**src/hw/acs_regs.svh**
```systemverilog
/*
 Register offsets, field positions, reset values and cycle counts of the
 conversion sequencer. Assumes a 32-bit Wishbone slave with byte addresses.
*/
`ifndef ACS_REGS_SVH
`define ACS_REGS_SVH

// Byte offsets
`define ACS_CTRL_OFS 8'h00
`define ACS_CMD_OFS 8'h04
`define ACS_STATUS_OFS 8'h08
`define ACS_IRQ_STATUS_OFS 8'h0c
`define ACS_IRQ_CLEAR_OFS 8'h10
`define ACS_IRQ_ENABLE_OFS 8'h14
`define ACS_RESULT_BASE_OFS 8'h20

// Control register fields
`define ACS_CTRL_CHAN_LSB 0
`define ACS_CTRL_SCAN_BIT 4
`define ACS_CTRL_SRC_LSB 5
`define ACS_CTRL_TIME_LSB 7
`define ACS_CTRL_RESET 9'h000

// Command register fields
`define ACS_CMD_START_BIT 0
`define ACS_CMD_STOP_BIT 1

// Status register fields
`define ACS_STAT_END_BIT 0
`define ACS_STAT_BUSY_BIT 1
`define ACS_STAT_SHORT_BIT 2

// Interrupt register fields
`define ACS_IRQ_END_BIT 0
`define ACS_IRQ_ENABLE_RESET 1'b0

// Start source codes
`define ACS_SRC_SOFTWARE 2'h0
`define ACS_SRC_GEN_TIMER 2'h1
`define ACS_SRC_BYTE_TIMER 2'h2
`define ACS_SRC_EXT_PIN 2'h3

// Conversion lengths in clock cycles per time code
`define ACS_CONV_CYCLES_0 10'd530
`define ACS_CONV_CYCLES_1 10'd266
`define ACS_CONV_CYCLES_2 10'd134
`define ACS_CONV_CYCLES_3 10'd68

// Shortest conversion time allowed, and the clock it is judged against
`define ACS_MIN_CONV_NS 8400
`define ACS_CLK_PERIOD_NS 20
`define ACS_MIN_CONV_CYCLES ((`ACS_MIN_CONV_NS + `ACS_CLK_PERIOD_NS - 1) / `ACS_CLK_PERIOD_NS)

`endif

```
**src/hw/acs_pkg.sv**
```systemverilog
/*
 Types shared by the conversion sequencer files.
 Assumes acs_regs.svh supplies the numbers.
*/
package acs_pkg;

   // Sequencer states, Gray coded
   typedef enum logic [1:0]
   {
      ACS_IDLE = 2'b00,
      ACS_CONVERT = 2'b01
   } acs_state_type;

   typedef logic [9:0] acs_count_type;

endpackage

```
**src/hw/acs_result_ram.sv**
```systemverilog
/*
 Small result store, one word per channel, registered read data.
 Assumes a single clock, synchronous reset and a clock enable.
*/
`timescale 1ns/1ns
`default_nettype none

module acs_result_ram
#(
   parameter int WIDTH = 10,
   parameter int DEPTH = 6,
   parameter int ABITS = 3
)
(
   input wire logic clk,
   input wire logic reset,
   input wire logic ce,
   input wire logic writeEn,
   input wire logic [ABITS-1:0] writeAddr,
   input wire logic [WIDTH-1:0] writeData,
   input wire logic [ABITS-1:0] readAddr,
   output logic [WIDTH-1:0] readData
);
   import acs_pkg::*;

   typedef struct packed
   {
      logic [DEPTH-1:0][WIDTH-1:0] words;
      logic [WIDTH-1:0] rdata;
   } acs_ram_state_type;

   acs_ram_state_type r;
   acs_ram_state_type next_r;

   // Refuse an address width that cannot reach every word
   if ((1 << ABITS) < DEPTH)
   begin : g_check
      $error("acs_result_ram: ABITS too small for DEPTH");
   end

   // Write and registered read; out-of-range reads return zero
   always_comb
   begin
      next_r = r;
      if (writeEn && (int'(writeAddr) < DEPTH))
      begin
         next_r.words[writeAddr] = writeData;
      end
      if (int'(readAddr) < DEPTH)
      begin
         next_r.rdata = r.words[readAddr];
      end
      else
      begin
         next_r.rdata = '0;
      end
   end

   // Results read as zero until a conversion writes them
   always_ff @(posedge clk)
   begin
      if (reset)
      begin
         r <= '0;
      end
      else if (ce)
      begin
         r <= next_r;
      end
   end

   assign readData = r.rdata;
endmodule

`default_nettype wire

```
**src/hw/acs_sequencer.sv**
```systemverilog
/*
 Control logic of a 10-bit successive-approximation converter: Wishbone
 register file, start-source selection, single and scan sequencing,
 conversion timing, result store and end-of-conversion interrupt.
 Assumes the analog front end presents the result of the channel on
 analogChannel at analogData by the last cycle of each conversion, and that
 all trigger inputs are synchronous to clk.
*/
// Implementation choices: register access over Wishbone and the address map.
`timescale 1ns/1ns
`default_nettype none
`include "acs_regs.svh"

module acs_sequencer
#(
   parameter int ADDR_BITS = 8,
   parameter int RESULT_BITS = 10,
   parameter int CHANNELS = 6
)
(
   input wire logic clk,
   input wire logic reset,
   input wire logic ce,
   input wire logic wb_cyc_i,
   input wire logic wb_stb_i,
   input wire logic wb_we_i,
   input wire logic [ADDR_BITS-1:0] wb_adr_i,
   input wire logic [3:0] wb_sel_i,
   input wire logic [31:0] wb_dat_i,
   output logic [31:0] wb_dat_o,
   output logic wb_ack_o,
   output logic irq,
   input wire logic [2:0] generalTimerChannelAFlag,
   input wire logic [2:0] generalTimerConvertTriggerEnable,
   input wire logic byteTimerCompareAFlag,
   input wire logic byteTimerConvertTriggerEnable,
   input wire logic externalTriggerPin,
   input wire logic [RESULT_BITS-1:0] analogData,
   output logic [3:0] analogChannel,
   output logic converterBusy
);
   import acs_pkg::*;

   // Refuse shapes the register map cannot carry
   if (RESULT_BITS > 16 || CHANNELS != 6 || ADDR_BITS < 6 || ADDR_BITS > 32)
   begin : g_check
      $error("acs_sequencer: unsupported parameter values");
   end

   typedef struct packed
   {
      acs_state_type state;
      logic [3:0] chanSel;
      logic scanMode;
      logic [1:0] startSrc;
      logic [1:0] timeCode;
      logic endFlag;
      acs_count_type count;
      logic [3:0] convChannel;
      logic [2:0] genFlagPrev;
      logic byteFlagPrev;
      logic extPinPrev;
      logic irqStatus;
      logic irqEnable;
      logic ack;
      logic readMem;
      logic [31:0] datOut;
   } acs_core_type;

   acs_core_type r;
   acs_core_type next_r;

   logic busWrite;
   logic busRequest;
   logic startCmd;
   logic stopCmd;
   logic genEvent;
   logic byteEvent;
   logic extEvent;
   logic hwStart;
   logic configValid;
   logic lastCycle;
   logic lastInGroup;
   logic memWrite;
   logic [2:0] memWriteAddr;
   logic [2:0] memReadAddr;
   logic [RESULT_BITS-1:0] memReadData;
   logic [ADDR_BITS-1:0] resultOffset;
   logic isResult;

   // Conversion length for a time code
   function automatic acs_count_type convCycles(input logic [1:0] code);
      case (code)
         2'h0: convCycles = `ACS_CONV_CYCLES_0;
         2'h1: convCycles = `ACS_CONV_CYCLES_1;
         2'h2: convCycles = `ACS_CONV_CYCLES_2;
         2'h3: convCycles = `ACS_CONV_CYCLES_3;
         default: convCycles = `ACS_CONV_CYCLES_0;
      endcase
   endfunction

   // Channel number to result slot; 7 marks a channel that does not exist
   function automatic logic [2:0] chanSlot(input logic [3:0] chan);
      case (chan)
         4'h0: chanSlot = 3'h0;
         4'h1: chanSlot = 3'h1;
         4'h2: chanSlot = 3'h2;
         4'h3: chanSlot = 3'h3;
         4'he: chanSlot = 3'h4;
         4'hf: chanSlot = 3'h5;
         default: chanSlot = 3'h7;
      endcase
   endfunction

   // Match a bus address against a register offset
   function automatic logic atOffset(input logic [ADDR_BITS-1:0] adr, input logic [7:0] ofs);
      atOffset = (adr[ADDR_BITS-1:2] == ADDR_BITS'(ofs) >> 2);
   endfunction

   // Bus decode; a write acts at the edge where ack is already high
   assign busRequest = wb_cyc_i && wb_stb_i;
   assign busWrite = busRequest && wb_we_i && r.ack;
   assign startCmd = busWrite && wb_sel_i[0] && atOffset(wb_adr_i, `ACS_CMD_OFS)
                     && wb_dat_i[`ACS_CMD_START_BIT];
   assign stopCmd = busWrite && wb_sel_i[0] && atOffset(wb_adr_i, `ACS_CMD_OFS)
                    && wb_dat_i[`ACS_CMD_STOP_BIT];

   // Result window: six words from the result base
   assign resultOffset = wb_adr_i - ADDR_BITS'(`ACS_RESULT_BASE_OFS);
   assign isResult = (wb_adr_i >= ADDR_BITS'(`ACS_RESULT_BASE_OFS))
                     && (resultOffset[ADDR_BITS-1:2] < (ADDR_BITS-2)'(CHANNELS));
   assign memReadAddr = isResult ? resultOffset[4:2] : 3'h7;

   // Trigger events are rising flags or the falling pin, seen once per edge
   assign genEvent = |(generalTimerChannelAFlag & ~r.genFlagPrev & generalTimerConvertTriggerEnable);
   assign byteEvent = byteTimerCompareAFlag && !r.byteFlagPrev && byteTimerConvertTriggerEnable;
   assign extEvent = r.extPinPrev && !externalTriggerPin;
   always_comb
   begin
      case (r.startSrc)
         `ACS_SRC_GEN_TIMER: hwStart = genEvent;
         `ACS_SRC_BYTE_TIMER: hwStart = byteEvent;
         `ACS_SRC_EXT_PIN: hwStart = extEvent;
         default: hwStart = 1'b0;
      endcase
   end

   // A start is refused when the channel code names no real channel
   assign configValid = r.scanMode ? (r.chanSel <= 4'h3) : (chanSlot(r.chanSel) != 3'h7);

   // End of one channel's conversion and of one pass through the group
   assign lastCycle = (r.state == ACS_CONVERT) && (r.count == '0);
   assign lastInGroup = !r.scanMode || (r.convChannel[1:0] == r.chanSel[1:0]);
   assign memWrite = lastCycle && !stopCmd && ce;
   assign memWriteAddr = chanSlot(r.convChannel);

   // Sequencer, triggers, registers and interrupt
   always_comb
   begin
      next_r = r;
      next_r.genFlagPrev = generalTimerChannelAFlag;
      next_r.byteFlagPrev = byteTimerCompareAFlag;
      next_r.extPinPrev = externalTriggerPin;

      // Configuration writes, byte lane by byte lane
      if (busWrite && atOffset(wb_adr_i, `ACS_CTRL_OFS))
      begin
         if (wb_sel_i[0])
         begin
            next_r.chanSel = wb_dat_i[`ACS_CTRL_CHAN_LSB +: 4];
            next_r.scanMode = wb_dat_i[`ACS_CTRL_SCAN_BIT];
            next_r.startSrc = wb_dat_i[`ACS_CTRL_SRC_LSB +: 2];
            next_r.timeCode[0] = wb_dat_i[`ACS_CTRL_TIME_LSB];
         end
         if (wb_sel_i[1])
         begin
            next_r.timeCode[1] = wb_dat_i[`ACS_CTRL_TIME_LSB + 1];
         end
      end
      if (busWrite && wb_sel_i[0] && atOffset(wb_adr_i, `ACS_IRQ_ENABLE_OFS))
      begin
         next_r.irqEnable = wb_dat_i[`ACS_IRQ_END_BIT];
      end
      if (busWrite && wb_sel_i[0] && atOffset(wb_adr_i, `ACS_IRQ_CLEAR_OFS)
          && wb_dat_i[`ACS_IRQ_END_BIT])
      begin
         next_r.irqStatus = 1'b0;
      end

      case (r.state)
         ACS_IDLE:
         begin
            // Hardware sources start only from idle; a busy start is ignored
            if (configValid && ((startCmd && r.startSrc == `ACS_SRC_SOFTWARE) || hwStart))
            begin
               next_r.state = ACS_CONVERT;
               next_r.endFlag = 1'b0;
               next_r.count = convCycles(r.timeCode) - 10'd1;
               next_r.convChannel = r.scanMode ? 4'h0 : r.chanSel;
            end
         end
         ACS_CONVERT:
         begin
            if (r.count != '0)
            begin
               next_r.count = r.count - 10'd1;
            end
            else if (lastInGroup)
            begin
               // Result stored at this same edge, so flag and data agree
               next_r.endFlag = 1'b1;
               next_r.irqStatus = 1'b1;
               if (r.scanMode)
               begin
                  next_r.convChannel = 4'h0;
                  next_r.count = convCycles(r.timeCode) - 10'd1;
               end
               else
               begin
                  next_r.state = ACS_IDLE;
               end
            end
            else
            begin
               next_r.convChannel = r.convChannel + 4'h1;
               next_r.count = convCycles(r.timeCode) - 10'd1;
            end
         end
         default:
         begin
            next_r.state = ACS_IDLE;
         end
      endcase

      // Stop overrides the state, end flag and count the sequencer set in this cycle; a new irq status stays set
      if (stopCmd)
      begin
         next_r.state = ACS_IDLE;
         next_r.endFlag = 1'b0;
         next_r.count = '0;
      end

      // Registered ack: one wait cycle, then drop after one cycle of ack
      next_r.ack = busRequest && !r.ack;
      next_r.readMem = busRequest && !r.ack && isResult;
      next_r.datOut = 32'h0000_0000;
      if (busRequest && !r.ack && !wb_we_i)
      begin
         if (atOffset(wb_adr_i, `ACS_CTRL_OFS))
         begin
            next_r.datOut[`ACS_CTRL_CHAN_LSB +: 4] = r.chanSel;
            next_r.datOut[`ACS_CTRL_SCAN_BIT] = r.scanMode;
            next_r.datOut[`ACS_CTRL_SRC_LSB +: 2] = r.startSrc;
            next_r.datOut[`ACS_CTRL_TIME_LSB +: 2] = r.timeCode;
         end
         else if (atOffset(wb_adr_i, `ACS_STATUS_OFS))
         begin
            next_r.datOut[`ACS_STAT_END_BIT] = r.endFlag;
            next_r.datOut[`ACS_STAT_BUSY_BIT] = (r.state == ACS_CONVERT);
            // Warns software that the chosen length is below the analog minimum
            next_r.datOut[`ACS_STAT_SHORT_BIT] = convCycles(r.timeCode) < 10'(`ACS_MIN_CONV_CYCLES);
         end
         else if (atOffset(wb_adr_i, `ACS_IRQ_STATUS_OFS))
         begin
            next_r.datOut[`ACS_IRQ_END_BIT] = r.irqStatus;
         end
         else if (atOffset(wb_adr_i, `ACS_IRQ_ENABLE_OFS))
         begin
            next_r.datOut[`ACS_IRQ_END_BIT] = r.irqEnable;
         end
      end
   end

   // All state of the sequencer; ce low freezes it, bus included
   always_ff @(posedge clk)
   begin
      if (reset)
      begin
         r <= '0;
         r.state <= ACS_IDLE;
         r.chanSel <= 4'(`ACS_CTRL_RESET >> `ACS_CTRL_CHAN_LSB);
         r.irqEnable <= `ACS_IRQ_ENABLE_RESET;
         r.extPinPrev <= 1'b1; // Idle-high pin gives no false edge after reset
         r.genFlagPrev <= 3'h7; // Flags already set at reset are not new events
         r.byteFlagPrev <= 1'b1;
      end
      else if (ce)
      begin
         r <= next_r;
      end
   end

   // Per-channel results
   acs_result_ram
   #(
      .WIDTH(RESULT_BITS),
      .DEPTH(CHANNELS),
      .ABITS(3)
   )
   u_results
   (
      .clk(clk),
      .reset(reset),
      .ce(ce),
      .writeEn(memWrite),
      .writeAddr(memWriteAddr),
      .writeData(analogData),
      .readAddr(memReadAddr),
      .readData(memReadData)
   );

   // Results are zero-extended, so the upper bits of the 32-bit word read zero
   assign wb_dat_o = r.readMem ? {{(32 - RESULT_BITS){1'b0}}, memReadData} : r.datOut;
   assign wb_ack_o = r.ack;
   assign irq = r.irqStatus && r.irqEnable;
   assign analogChannel = r.convChannel;
   assign converterBusy = (r.state == ACS_CONVERT);
endmodule

`default_nettype wire
```
**config.mk**
```make
export PLATFORM = sky130hd
export DESIGN_NAME = acs_sequencer
export DESIGN_NICKNAME = d
export VERILOG_FILES = /design/src/hw/acs_pkg.sv /design/src/hw/acs_result_ram.sv /design/src/hw/acs_sequencer.sv
export VERILOG_INCLUDE_DIRS = /design/src /design/src/hw
export SDC_FILE = /design/constraint.sdc
export NUM_CORES = 1
export LEC_CHECK = 0
export BUFFER_PORTS_ARGS = -buffer_cell sky130_fd_sc_hd__buf_2
export CORE_MARGIN = 2
export CORE_UTILIZATION = 24
export CTS_CLUSTER_DIAMETER = 30
export DETAILED_ROUTE_END_ITERATION = 7
export PLACE_DENSITY = 0.41
export SLEW_MARGIN = 15
export SYNTH_ARGS = -nofsm -noshare
export SYNTH_HDL_FRONTEND = slang
export SYNTH_SLANG_ARGS = --single-unit
export TNS_END_PERCENT = 50
```
**constraint.sdc**
```tcl
create_clock -name clk -period 3.15 [get_ports clk]
set_clock_uncertainty 0.15 [all_clocks]
set_input_delay 0.1575 -clock clk [delete_from_list [all_inputs] [get_ports clk]]
set_output_delay 0.1575 -clock clk [all_outputs]
set_load 0.02 [all_outputs]
```
Word-level counts from Yosys, hierarchy flattened
Index checks and enable logic that the tools add are counted.
{ "classes": {"n_addsub": 6, "order_cmp": 9, "n_eq_ne": 32, "mux": 52, "bitwise": 3, "reduce_logical": 53} }
{ "op_table": {"columns": ["cell", "n"], "rows": [
  ["10-bit 2-to-1 mux", 17],
  ["60-bit bitwise mux", 1],
  ["10-bit case mux with 4 select lines", 1],
  ["10-bit by 1-bit subtractor with 10-bit output, second input constant", 4],
  ["3-bit case mux with 6 select lines", 2],
  ["10-bit binary-select mux with 3-bit select", 1],
  ["10-bit demux with 3-bit select", 1],
  ["15-bit case mux with 2 select lines", 1],
  ["14-bit 2-to-1 mux", 2],
  ["1-bit logical AND", 26],
  ["4-bit by 2-bit == test with 1-bit output, second input constant", 4],
  ["4-bit == test, second input constant", 4],
  ["15-bit 2-to-1 mux", 1],
  ["5-bit AND reduction", 3],
  ["6-bit by 2-bit == test with 1-bit output, second input constant", 2],
  ["6-bit by 3-bit == test with 1-bit output, second input constant", 2],
  ["2-bit 2-to-1 mux", 6],
  ["3-bit != test, second input constant", 4],
  ["11-bit 2-to-1 mux", 1],
  ["10-bit zero test", 1],
  ["10-bit by 9-bit less-than comparator with 1-bit output, second input constant", 1],
  ["1-bit 2-to-1 mux", 10],
  ["10-bit nonzero test", 1],
  ["9-bit 2-to-1 mux", 1],
  ["35 further kinds", 58]
]} }
{ "word_totals": {"regBits": 114, "out_inout_bits": 39, "wordCells": 179} }

Logic depth before layout (Yosys ltp)
Gate-level depths: netlist (run 1).
{ "logic_depth": {"word_depth": 15, "ltp_mapped": 11} }

By module
Synthesis (run 1) repeated with hierarchy kept, for this count alone.
{ "unflattened": {"hier_cells": 720, "hier_area_um2": 6045.8} }
{ "modules_own_cells": {"columns": ["mod", "instances", "cells_each", "area_each_um2", "seq_area_each_um2"], "rows": [
  ["acs_result_ram", 1, 374, 3229.3, 1401.3],
  ["acs_sequencer", 1, 346, 2816.5, 860.8]
]} }

Worst setup path before layout (run 1)
Ideal clock, no wire load.
{ "synth_timing": {"kind": "flip-flop to flip-flop", "startpoint": "reg r[45] in the netlist's numbering", "endpoint": "reg u_results.r[40] in the netlist's numbering", "setup_time_ps": 128, "arrival_ps": 2360, "required_time_ps": 2872, "setup_slack_ps": 512, "stages_incl_launch_ff": 12, "n_path_buf": 3, "cell_sequence": "dfxtp_1 -> inv_1 -> ha_1 -> or4b_1 -> buf_2 -> nor4_4 -> nand2b_1 -> buf_2 -> or3b_1 -> buf_6 -> mux2i_1 -> nor2_1"} }
{ "synth_between": {"elab_chain_cells": 6} }
{ "synth_lines": {"columns": ["element", "line_no", "source"], "rows": [
  ["from (decl)", "acs_sequencer.sv:70", "acs_core_type r;"],
  ["from (signal assigned)", "acs_sequencer.sv:289", "r <= next_r;"],
  ["10-bit zero test", "acs_sequencer.sv:152", "assign lastCycle = (r.state == ACS_CONVERT) && (r.count == '0);"],
  ["1-bit logical AND", "acs_sequencer.sv:152", null],
  ["1-bit logical AND (2 in series)", "acs_sequencer.sv:154", "assign memWrite = lastCycle && !stopCmd && ce;"],
  ["1-bit logical AND", "acs_result_ram.sv:45", "if (writeEn && (int'(writeAddr) < DEPTH))"],
  ["2-bit AND reduction (no source line)", null, null],
  ["to (signal assigned)", "acs_result_ram.sv:68", "r <= next_r;"],
  ["to (decl)", "acs_result_ram.sv:32", "acs_ram_state_type r;"]
]} }
No other way between the ends.
A chain may end at the register's enable or synchronous reset.

Final worst setup path (run 1)
{ "layout_timing": {"startpoint": "reg r[45] in the netlist's numbering", "endpoint": "reg u_results.r[35] in the netlist's numbering"} }
The elaborated chain is that of the path after synthesis.

==> flow_metrics.py, run 1 <==
metrics = {
    "synthesis": {
        "synth_area_leaders": "dfxtp_1, mux2i_1, nor2_1",
        "synth_flop_cell": "dfxtp_1",
        "ys_warn_count": 0,
        "ys_seq_area_share_pct": 40.0,
        "syn_area_um2": 5660,
        "synth_top_cell_by_area": "dfxtp_1",
        "synth_enable_flop_cells": 0,
        "synth_top_cell_area_share_pct": 40.0,
        "ys_seq_elements": 113,
        "synth.distinct_cells": 56,
        "synthArstFlopShare_pct": 0,
        "synthCells": 645,
        "syn_area_per_cell_um2": 8.77,
    },
    "power": {
        "total_power_mw": 3.44,
        "power_density_nw_per_um2": 483,
        "irDropWorstVdd_mv": 0.293,
        "leakagePower_nw": 2.74,
    },
    "die": {
        "io_pins": 108,
        "rows": 56,
        "die_y_um": 158,
        "die_area_um2": 24800,
        "die_w_um": 158,
        "core_area_um2": 23300,
        "start_util_pct": 24.3,
    },
    "timing": {
        "period_minus_slack_ns": 2.95,
        "rsz0062_at_grt": "no",
        "tightest_slew_ns": 0.976,
        "hold_violations": 0,
        "maxSlewViolCount": 0,
        "hold_slack_ns": 0.0528,
        "setup_ws_ns": 0.203,
        "setup_viol": 0,
        "fmaxAchievable_mhz": 339,
        "setup_tns_ns": 0,
        "slew_headroom_pct": 34.9,
        "finalCritPeriodShare_pct": 93.6,
    },
    "critical_path": {
        "cpPeakStageDelay_ns": 0.54,
        "critPathRequiredTime_ns": 3.27,
        "worst-setup-path-type": "reg2reg",
        "cp-end-kind": "flip-flop",
        "arrival_ns": 3.07,
        "path_delay_family": "simple AND/OR/NAND/NOR gates",
        "start_kind": "flip-flop",
        "worst-path-buf-inv": 3,
        "path_cells": "inv_1 > ha_1 > or4b_1 > nor4_4 > nand2b_1 > buf_4 > nor3_2 > buf_12 > mux2i_1 > nor2_1",
        "cp_slowest_cell": "or4b_1",
        "cp_max_fo": 10,
    },
    "clocking": {
        "clock_path_buffers": 2,
        "cts_htree_levels": 4,
        "tritoncts": "yes",
        "clockRootBuffer": "clkbuf_16",
        "clk_pin_slew_worst_paths_ns": 0.05,
        "cts_buffers": 17,
        "cts_resized": 0,
        "cts.sinks": 113,
        "clk_latency_ns": 0.41,
    },
    "global_routing": {
        "grt_use_met1_pct": 17.4,
        "grtUsageMet2_pct": 24.6,
        "grtUsageMet3_pct": 4.24,
        "grt_pass1_vias": 5027,
        "grt.busiest_layer": "met2",
        "antenna_found_initial": 0,
        "grt_pass1_wl_um": 27300,
        "grt.total_usage_pct": 14.5,
        "overflow": 0,
        "grt_start_max_net_pins": 65,
    },
    "routing": {
        "drt_first_iter_violations": 298,
        "dr.pass1.iters": 4,
        "drc": 0,
        "vias": 4974,
        "vias_per_cell": 4.69,
        "drt-total-wl_um": 17400,
        "wire_per_inst_um": 16.4,
        "drtAntennaViolNets": 0,
    },
    "placement": {
        "port_buffers": 58,
        "dp_slack_ns": 0.207,
        "place_congestion": 0.826,
        "hpwl_um": 12200,
        "place_area_um2": 6300,
    },
    "layout": {
        "mostFrequentLayoutCells": "dfxtp_1, nor2_1, mux2i_1",
        "diodes": 0,
        "syn_to_final_growth_pct": 26.0,
        "final_area_um2": 7130,
        "drive_gt1_share_pct": 18.1,
        "final_common_cell": "dfxtp_1",
        "nets": 805,
    },
    "outcome": {
        "status": "finished, final reports clean",
    },
    "worst_hold_path": {
        "hold_path.class": "in2reg",
    },
    "run": {
        "max_cap_viol_count": 0,
    },
}
## synthesized netlist by cell type, types with 8 or more instances
master	instances
o221ai_1	10
nand3_1	15
mux2_2	9
mux2i_1	79
dfxtp_1	113
a22oi_1	8
nor2_1	105
clkbuf_1	27
nor3_1	9
a311oi_1	11
buf_4	28
nor2b_1	8
nand2_1	47
o21ai_0	17
a21oi_1	26
inv_1	14
a221o_1	10
## report_power, final
part           switching [mW]  internal (mW)
sequential            0.00661           1.44
clock                   0.681           1.11
combinational           0.133         0.0702
total                   0.821           2.62
## cells by family (layout without fill, tap and decap cells)
| logic type | Yosys count | count (layout) | synth area share, % |
|---|---|---|---|
| xor gates and xnor gates | 6 | 6 | 0.929 |
| other | 1 | 22 | 0.0663 |
| and+or+nand+nor | 227 | 227 | 18.7 |
| buffers and inverters | 78 | 153 | 7.25 |
| adders and majority gates | 6 | 6 | 1.33 |
| DFF | 113 | 113 | 40.0 |
| AOI/OAI and AO/OA | 126 | 126 | 16.0 |
| muxes | 88 | 88 | 15.8 |
## layer usage
metal / vias to the layer above / share of wire [%]
met5: - / 0
met4: 0 / 2.2
met3: 21 / 4.0
met2: 90 / 49
li1: 2432 / -
met1: 2431 / 45
## final cells by class
type / instances / area, um2
sequential: 113 / 2260
clock inverter: 10 / 88.8
clock buffer: 20 / 457
fill: 2482 / 16200
timing repair buffer: 109 / 791
tap: 319 / 399
inverter: 14 / 52.6
multi-input combinational: 475 / 3080
## per-stage QoR
stage / utilization, % / cells
after detailed placement: 27.0 / 1001
after global routing: 30.6 / 1060
final: 30.6 / 1060
after global placement: 27.0 / 1001
after floorplan: - / 666
after CTS: 30.5 / 1057
## worst min-delay path, stage by stage
cell,delay (ns)
buf_2,0.15
nand2_1,0.09
a32oi_1,0.09
nor2_1,0.08
## repair_timing
action / 4_1_cts / 5_1_grt
setup buffers: 0 / 3
hold buffers: 26 / 0
endpoints found under the hold margin: 75 / 0
setup endpoints to repair: 0 / 3
## final timing paths
check	depth (start not counted)	to	slack [ns]	start
worst min-delay path	4	r[32]	0.05	wb_adr_i[4]
worst max register to register	10	u_results.r[35]	0.20	r[45]
worst max-delay path	10	u_results.r[35]	0.20	r[45]
worst min register to register	2	u_results.r[61]	0.30	u_results.r[61]
## registers in the layout, indices dropped and copies added, names as in the netlist
name and cells:
u_results.r 60, u_results.readData 10, wb_ack_o 1, r 38
analogChannel 4
(Power assumes the default switching activity.)
==> run 2, diff against run 1 <==
--- a/config.mk
+++ b/config.mk
@@ -8,10 +8,11 @@
 export LEC_CHECK = 0
 export BUFFER_PORTS_ARGS = -buffer_cell sky130_fd_sc_hd__buf_2
 export CORE_MARGIN = 2
-export CORE_UTILIZATION = 24
+export CORE_UTILIZATION = 56
 export CTS_CLUSTER_DIAMETER = 30
 export DETAILED_ROUTE_END_ITERATION = 7
-export PLACE_DENSITY = 0.41
+export PLACE_DENSITY = 0.81
+export REMOVE_ABC_BUFFERS = 1
 export SLEW_MARGIN = 15
 export SYNTH_ARGS = -nofsm -noshare
 export SYNTH_HDL_FRONTEND = slang
==> run 2 against run 1 <==
  * Register-to-register slack better by 0.09 ns
  * Final area shrank 1.6%
  * Die area shrank 56%
  * Sequential cell count unchanged
  * Highest routed layer unchanged
  * Fmax increased by 1.3%
==> flow_metrics.py, run 2 (synthesized netlist as in run 1, its figures left out) <==
metrics = {
    "timing": {
        "tightest_slew_ns": 0.995,
        "slew_headroom_pct": 33.7,
        "setup_viol": 0,
        "setup_tns_ns": 0,
        "fmaxAchievable_mhz": 344,
        "setup_ws_ns": 0.241,
        "period_minus_slack_ns": 2.91,
        "rsz0062_at_grt": "no",
        "finalCritPeriodShare_pct": 92.3,
        "hold_violations": 0,
        "maxSlewViolCount": 0,
    },
    "worst_hold_path": {
        "min_from": "wb_cyc_i",
        "hold_depth": 4,
        "hold_path.class": "in2reg",
        "holdPathEnd": "r[35]",
    },
    "critical_path": {
        "rrSetupSlack_ns": 0.29,
        "r2r-end": "u_results.r[36]",
        "cp-end-kind": "flip-flop",
        "arrival_ns": 3.22,
        "r2r-start": "r[45]",
        "r2r_cells": 10,
        "cpPeakStageDelay_ns": 0.63,
        "cp_max_fo": 12,
        "worst-setup-path-type": "in2reg",
        "crit_top_cell": "dlygate4sd3_1",
        "crit_start": "wb_adr_i[3]",
        "cp_slowest_cell": "dlygate4sd3_1",
        "start_kind": "input port",
        "critPathRequiredTime_ns": 3.46,
        "path_cells": "dlygate4sd3_1 > buf_2 > clkinvlp_4 > nand3_1 > nor3_1 > nand3_1 > dlygate4sd3_1 > a21oi_1 > dlygate4sd3_1",
    },
    "global_routing": {
        "grt.busiest_layer": "met2",
        "grt_use_met1_pct": 34.7,
        "grt_start_max_net_pins": 57,
        "grtUsageMet2_pct": 49.5,
        "grtUsageMet3_pct": 6.39,
        "antenna_found_initial": 0,
        "grt_pass1_vias": 5283,
        "grt_pass1_wl_um": 25400,
        "grt.total_usage_pct": 29.4,
        "overflow": 0,
    },
    "routing": {
        "vias_per_cell": 6.07,
        "drt-total-wl_um": 16000,
        "vias": 5345,
        "drtAntennaViolNets": 0,
        "drt_first_iter_violations": 406,
        "dr.pass1.iters": 7,
        "wire_per_inst_um": 18.1,
        "drc": 0,
    },
    "layout": {
        "final_area_um2": 7020,
        "mostFrequentLayoutCells": "dfxtp_1, nor2_1, mux2i_1",
        "largest_register_ffs": 60,
        "regMostFlops": "u_results.r",
        "nets": 810,
        "syn_to_final_growth_pct": 24.0,
        "fillers": 701,
        "final_common_cell": "dfxtp_1",
        "drive_gt1_share_pct": 17.4,
        "diodes": 0,
        "final_util_pct": 71.8,
    },
    "clocking": {
        "cts.sinks": 113,
        "cts_buffers": 17,
        "tritoncts": "yes",
        "cts_htree_levels": 4,
        "post_cts_buffers": 0,
        "clk_pin_slew_worst_paths_ns": 0.06,
        "clk_latency_ns": 0.52,
        "clock_path_buffers": 2,
        "clockRootBuffer": "clkbuf_8",
    },
    "placement": {
        "place_congestion": 0.887,
        "port_buffers": 58,
        "dp_slack_ns": 0.186,
        "hpwl_um": 10100,
        "place_area_um2": 6000,
    },
    "die": {
        "rows": 36,
        "io_pins": 108,
        "start_util_pct": 57.9,
        "die_area_um2": 10900,
        "core_area_um2": 9770,
        "die_w_um": 105,
        "die_y_um": 105,
    },
    "power": {
        "irDropWorstVdd_mv": 0.480,
        "leakagePower_nw": 2.78,
        "power_density_nw_per_um2": 524,
    },
    "run": {
        "max_cap_viol_count": 0,
    },
    "outcome": {
        "status": "finished, final reports clean",
    },
}
[run 2: worst max-delay path by stage]
stage	to	depth (start not counted)
floorplan	u_results.r[10]	8
global placement	u_results.r[28]	10
detailed placement	u_results.r[55]	9
CTS	u_results.r[29]	10
global route	u_results.r[35]	10
finish	r[57]	9
[run 2: worst max-delay path: cells and delay by family]
kind | cells | cell delay [ns]
buffers and inverters | 5 | 2.20
and+or+nand+nor | 3 | 0.71
AOI/OAI and AO/OA | 1 | 0.14
[run 2: final cells by class]
type	instances	area [um2]	share of cell area (%)
Multi-Input combinational cell	475	3090	44.0
Sequential cell	113	2260	32.2
Timing Repair Buffer	114	821	11.7
Clock buffer	21	449	6.40
Clock inverter	11	176	2.51
Tap cell	133	166	2.37
Inverter	14	56.3	0.802
[run 2: what timing repair did]
action / CTS / global route
endpoints found under the hold margin: 90 / 0
setup endpoints to repair: 0 / 2
hold buffers: 38 / 0
resized for setup: 0 / 2
[run 2: routing by layer]
layer	up-vias	part of all wire [%]
met3	59	6.2
met1	2567	41
li1	2455	-
met4	0	4.0
met5	-	0
met2	264	49
[run 2: power breakdown]
group          total (mW)  internal (mW)  switching, mW
Clock                2.02           1.34          0.684
Sequential           1.45           1.44        0.00734
Combinational       0.207         0.0741          0.133
Total                3.67           2.85          0.824
[run 2: per-stage QoR]
step | hold slack (ns) | cells | total power [mW]
after floorplan | 0.0766 | 602 | 1.55
after global placement | 0.230 | 811 | 1.64
after detailed placement | 0.242 | 811 | 1.65
after CTS | 0.00359 | 881 | 3.67
after global routing | 0.0446 | 881 | 3.77
final | 0.0201 | 881 | 3.67
==> run 3, diff against run 2 <==
--- a/config.mk
+++ b/config.mk
@@ -11,7 +11,9 @@
 export CORE_UTILIZATION = 56
 export CTS_CLUSTER_DIAMETER = 30
 export DETAILED_ROUTE_END_ITERATION = 7
+export GPL_ROUTABILITY_DRIVEN = 0
 export PLACE_DENSITY = 0.81
+export RECOVER_POWER = 25
 export REMOVE_ABC_BUFFERS = 1
 export SLEW_MARGIN = 15
 export SYNTH_ARGS = -nofsm -noshare
==> run 3 against run 2 <==
  * Global-route usage down 0.56 points
  * Clock power decreased by 7%
  * Die area unchanged
  * Largest power group unchanged
==> flow_metrics.py, run 3 (synthesized netlist as in run 1, its figures left out) <==
metrics = {
    "routing": {
        "vias_per_cell": 6.03,
        "drtAntennaViolNets": 0,
        "wire_per_inst_um": 17.9,
        "drt_first_iter_violations": 435,
        "dr.pass1.iters": 7,
        "vias": 5323,
        "drc": 0,
        "drt-total-wl_um": 15800,
    },
    "timing": {
        "finalCritPeriodShare_pct": 94.9,
        "setup_viol": 0,
        "setup_tns_ns": 0,
        "tightest_slew_ns": 0.919,
        "period_minus_slack_ns": 2.99,
        "maxSlewViolCount": 0,
        "fmaxAchievable_mhz": 335,
        "hold_violations": 0,
        "rsz0062_at_grt": "no",
        "slew_headroom_pct": 38.8,
    },
    "clocking": {
        "post_cts_buffers": 0,
        "cts_htree_levels": 4,
        "clk_latency_ns": 0.52,
        "tritoncts": "yes",
        "cts_buffers": 17,
        "clock_path_buffers": 2,
        "cts.sinks": 113,
        "clk_pin_slew_worst_paths_ns": 0.06,
        "clockRootBuffer": "clkbuf_8",
    },
    "die": {
        "rows": 36,
        "die_y_um": 105,
        "start_util_pct": 57.9,
        "die_area_um2": 10900,
        "io_pins": 108,
        "die_w_um": 105,
        "core_area_um2": 9770,
    },
    "critical_path": {
        "path_delay_family": "buffers and inverters",
        "r2r-start": "r[45]",
        "worst-setup-path-type": "in2reg",
        "start_kind": "input port",
        "cp_max_fo": 12,
        "crit_start": "wb_adr_i[3]",
        "path_cells": "dlygate4sd3_1 > buf_2 > inv_1 > nand3_1 > nor3_1 > nand2_1 > mux2i_1 > nor2_1 > dlygate4sd3_1",
        "cp_slowest_cell": "dlygate4sd3_1",
        "crit_top_cell": "dlygate4sd3_1",
        "cp-end-kind": "flip-flop",
        "critPathRequiredTime_ns": 3.40,
        "worst-path-buf-inv": 4,
        "cpPeakStageDelay_ns": 0.57,
        "arrival_ns": 3.24,
    },
    "power": {
        "leakagePower_nw": 2.72,
        "irDropWorstVdd_mv": 0.588,
        "total_power_mw": 3.54,
        "power_density_nw_per_um2": 507,
    },
    "global_routing": {
        "grt.total_usage_pct": 28.9,
        "overflow": 0,
        "grt_pass1_vias": 5136,
        "grt_start_max_net_pins": 57,
        "grt_pass1_wl_um": 25100,
        "antenna_found_initial": 0,
    },
    "outcome": {
        "status": "finished, final reports clean",
    },
    "layout": {
        "final_area_um2": 6980,
        "drive_gt1_share_pct": 15.3,
        "diodes": 0,
        "nets": 812,
        "final_common_cell": "dfxtp_1",
        "syn_to_final_growth_pct": 23.3,
        "regMostFlops": "u_results.r",
        "largest_register_ffs": 60,
        "mostFrequentLayoutCells": "dfxtp_1, nor2_1, mux2i_1",
    },
    "placement": {
        "port_buffers": 58,
        "place_area_um2": 6010,
        "hpwl_um": 9860,
    },
    "worst_hold_path": {
        "hold_path.class": "in2reg",
        "min_from": "wb_stb_i",
    },
    "run": {
        "max_cap_viol_count": 0,
    },
}
[run 3: worst min-delay path, cell delays in order]
cell and delay [ns]:
buf_2 0.14, nand4_1 0.11, nor4_1 0.06, mux2i_1 0.12, nor2_1 0.09
[run 3: area by class of cell]
cell class / count / area (um2)
inverters: 14 / 52.6
clock buffers: 18 / 428
well taps: 133 / 166
fillers: 728 / 2800
clock inverters: 14 / 153
repair buffers: 116 / 832
flip-flops and latches: 113 / 2260
multi-input cells: 475 / 3090
[run 3: what timing repair did]
item                                    in CTS  in global routing
hold endpoints to repair                    92                  0
endpoints found under the setup margin       0                  1
gates resized for setup                      0                  1
hold buffers                                41                  0
[run 3: metal layers]
layer / global-route usage [%] / up-vias / wire (um)
met3: 7.83 / 44 / 1270
met1: 34.3 / 2545 / 6360
met5: 0 / - / 0
met2: 49.2 / 276 / 7760
met4: 11.7 / 0 / 450
li1: - / 2458 / -
[run 3: final timing paths]
kind / to / slack (ns) / cells past startpoint
setup / recovery: r[64] / 0.16 / 9
hold / removal: r[34] / 0.06 / 5
setup reg to reg: u_results.r[52] / 0.24 / 9
hold reg to reg: u_results.r[64] / 0.31 / 2
[run 3: per-stage QoR]
step	hold WS, ns	instances	utilization [%]	setup WS (ns)
after floorplan	0.0766	602	-	-0.612
after global placement	0.230	810	61.5	0.303
after detailed placement	0.240	810	61.5	0.195
after CTS	0.0415	883	71.6	0.166
after global routing	0.0784	883	71.4	0.0591
final	0.0643	883	71.4	0.161
[run 3: report_power, final]
part / internal (mW) / switching, mW
Combinational: 0.0757 / 0.133
Clock: 1.16 / 0.724
Sequential: 1.44 / 0.00674
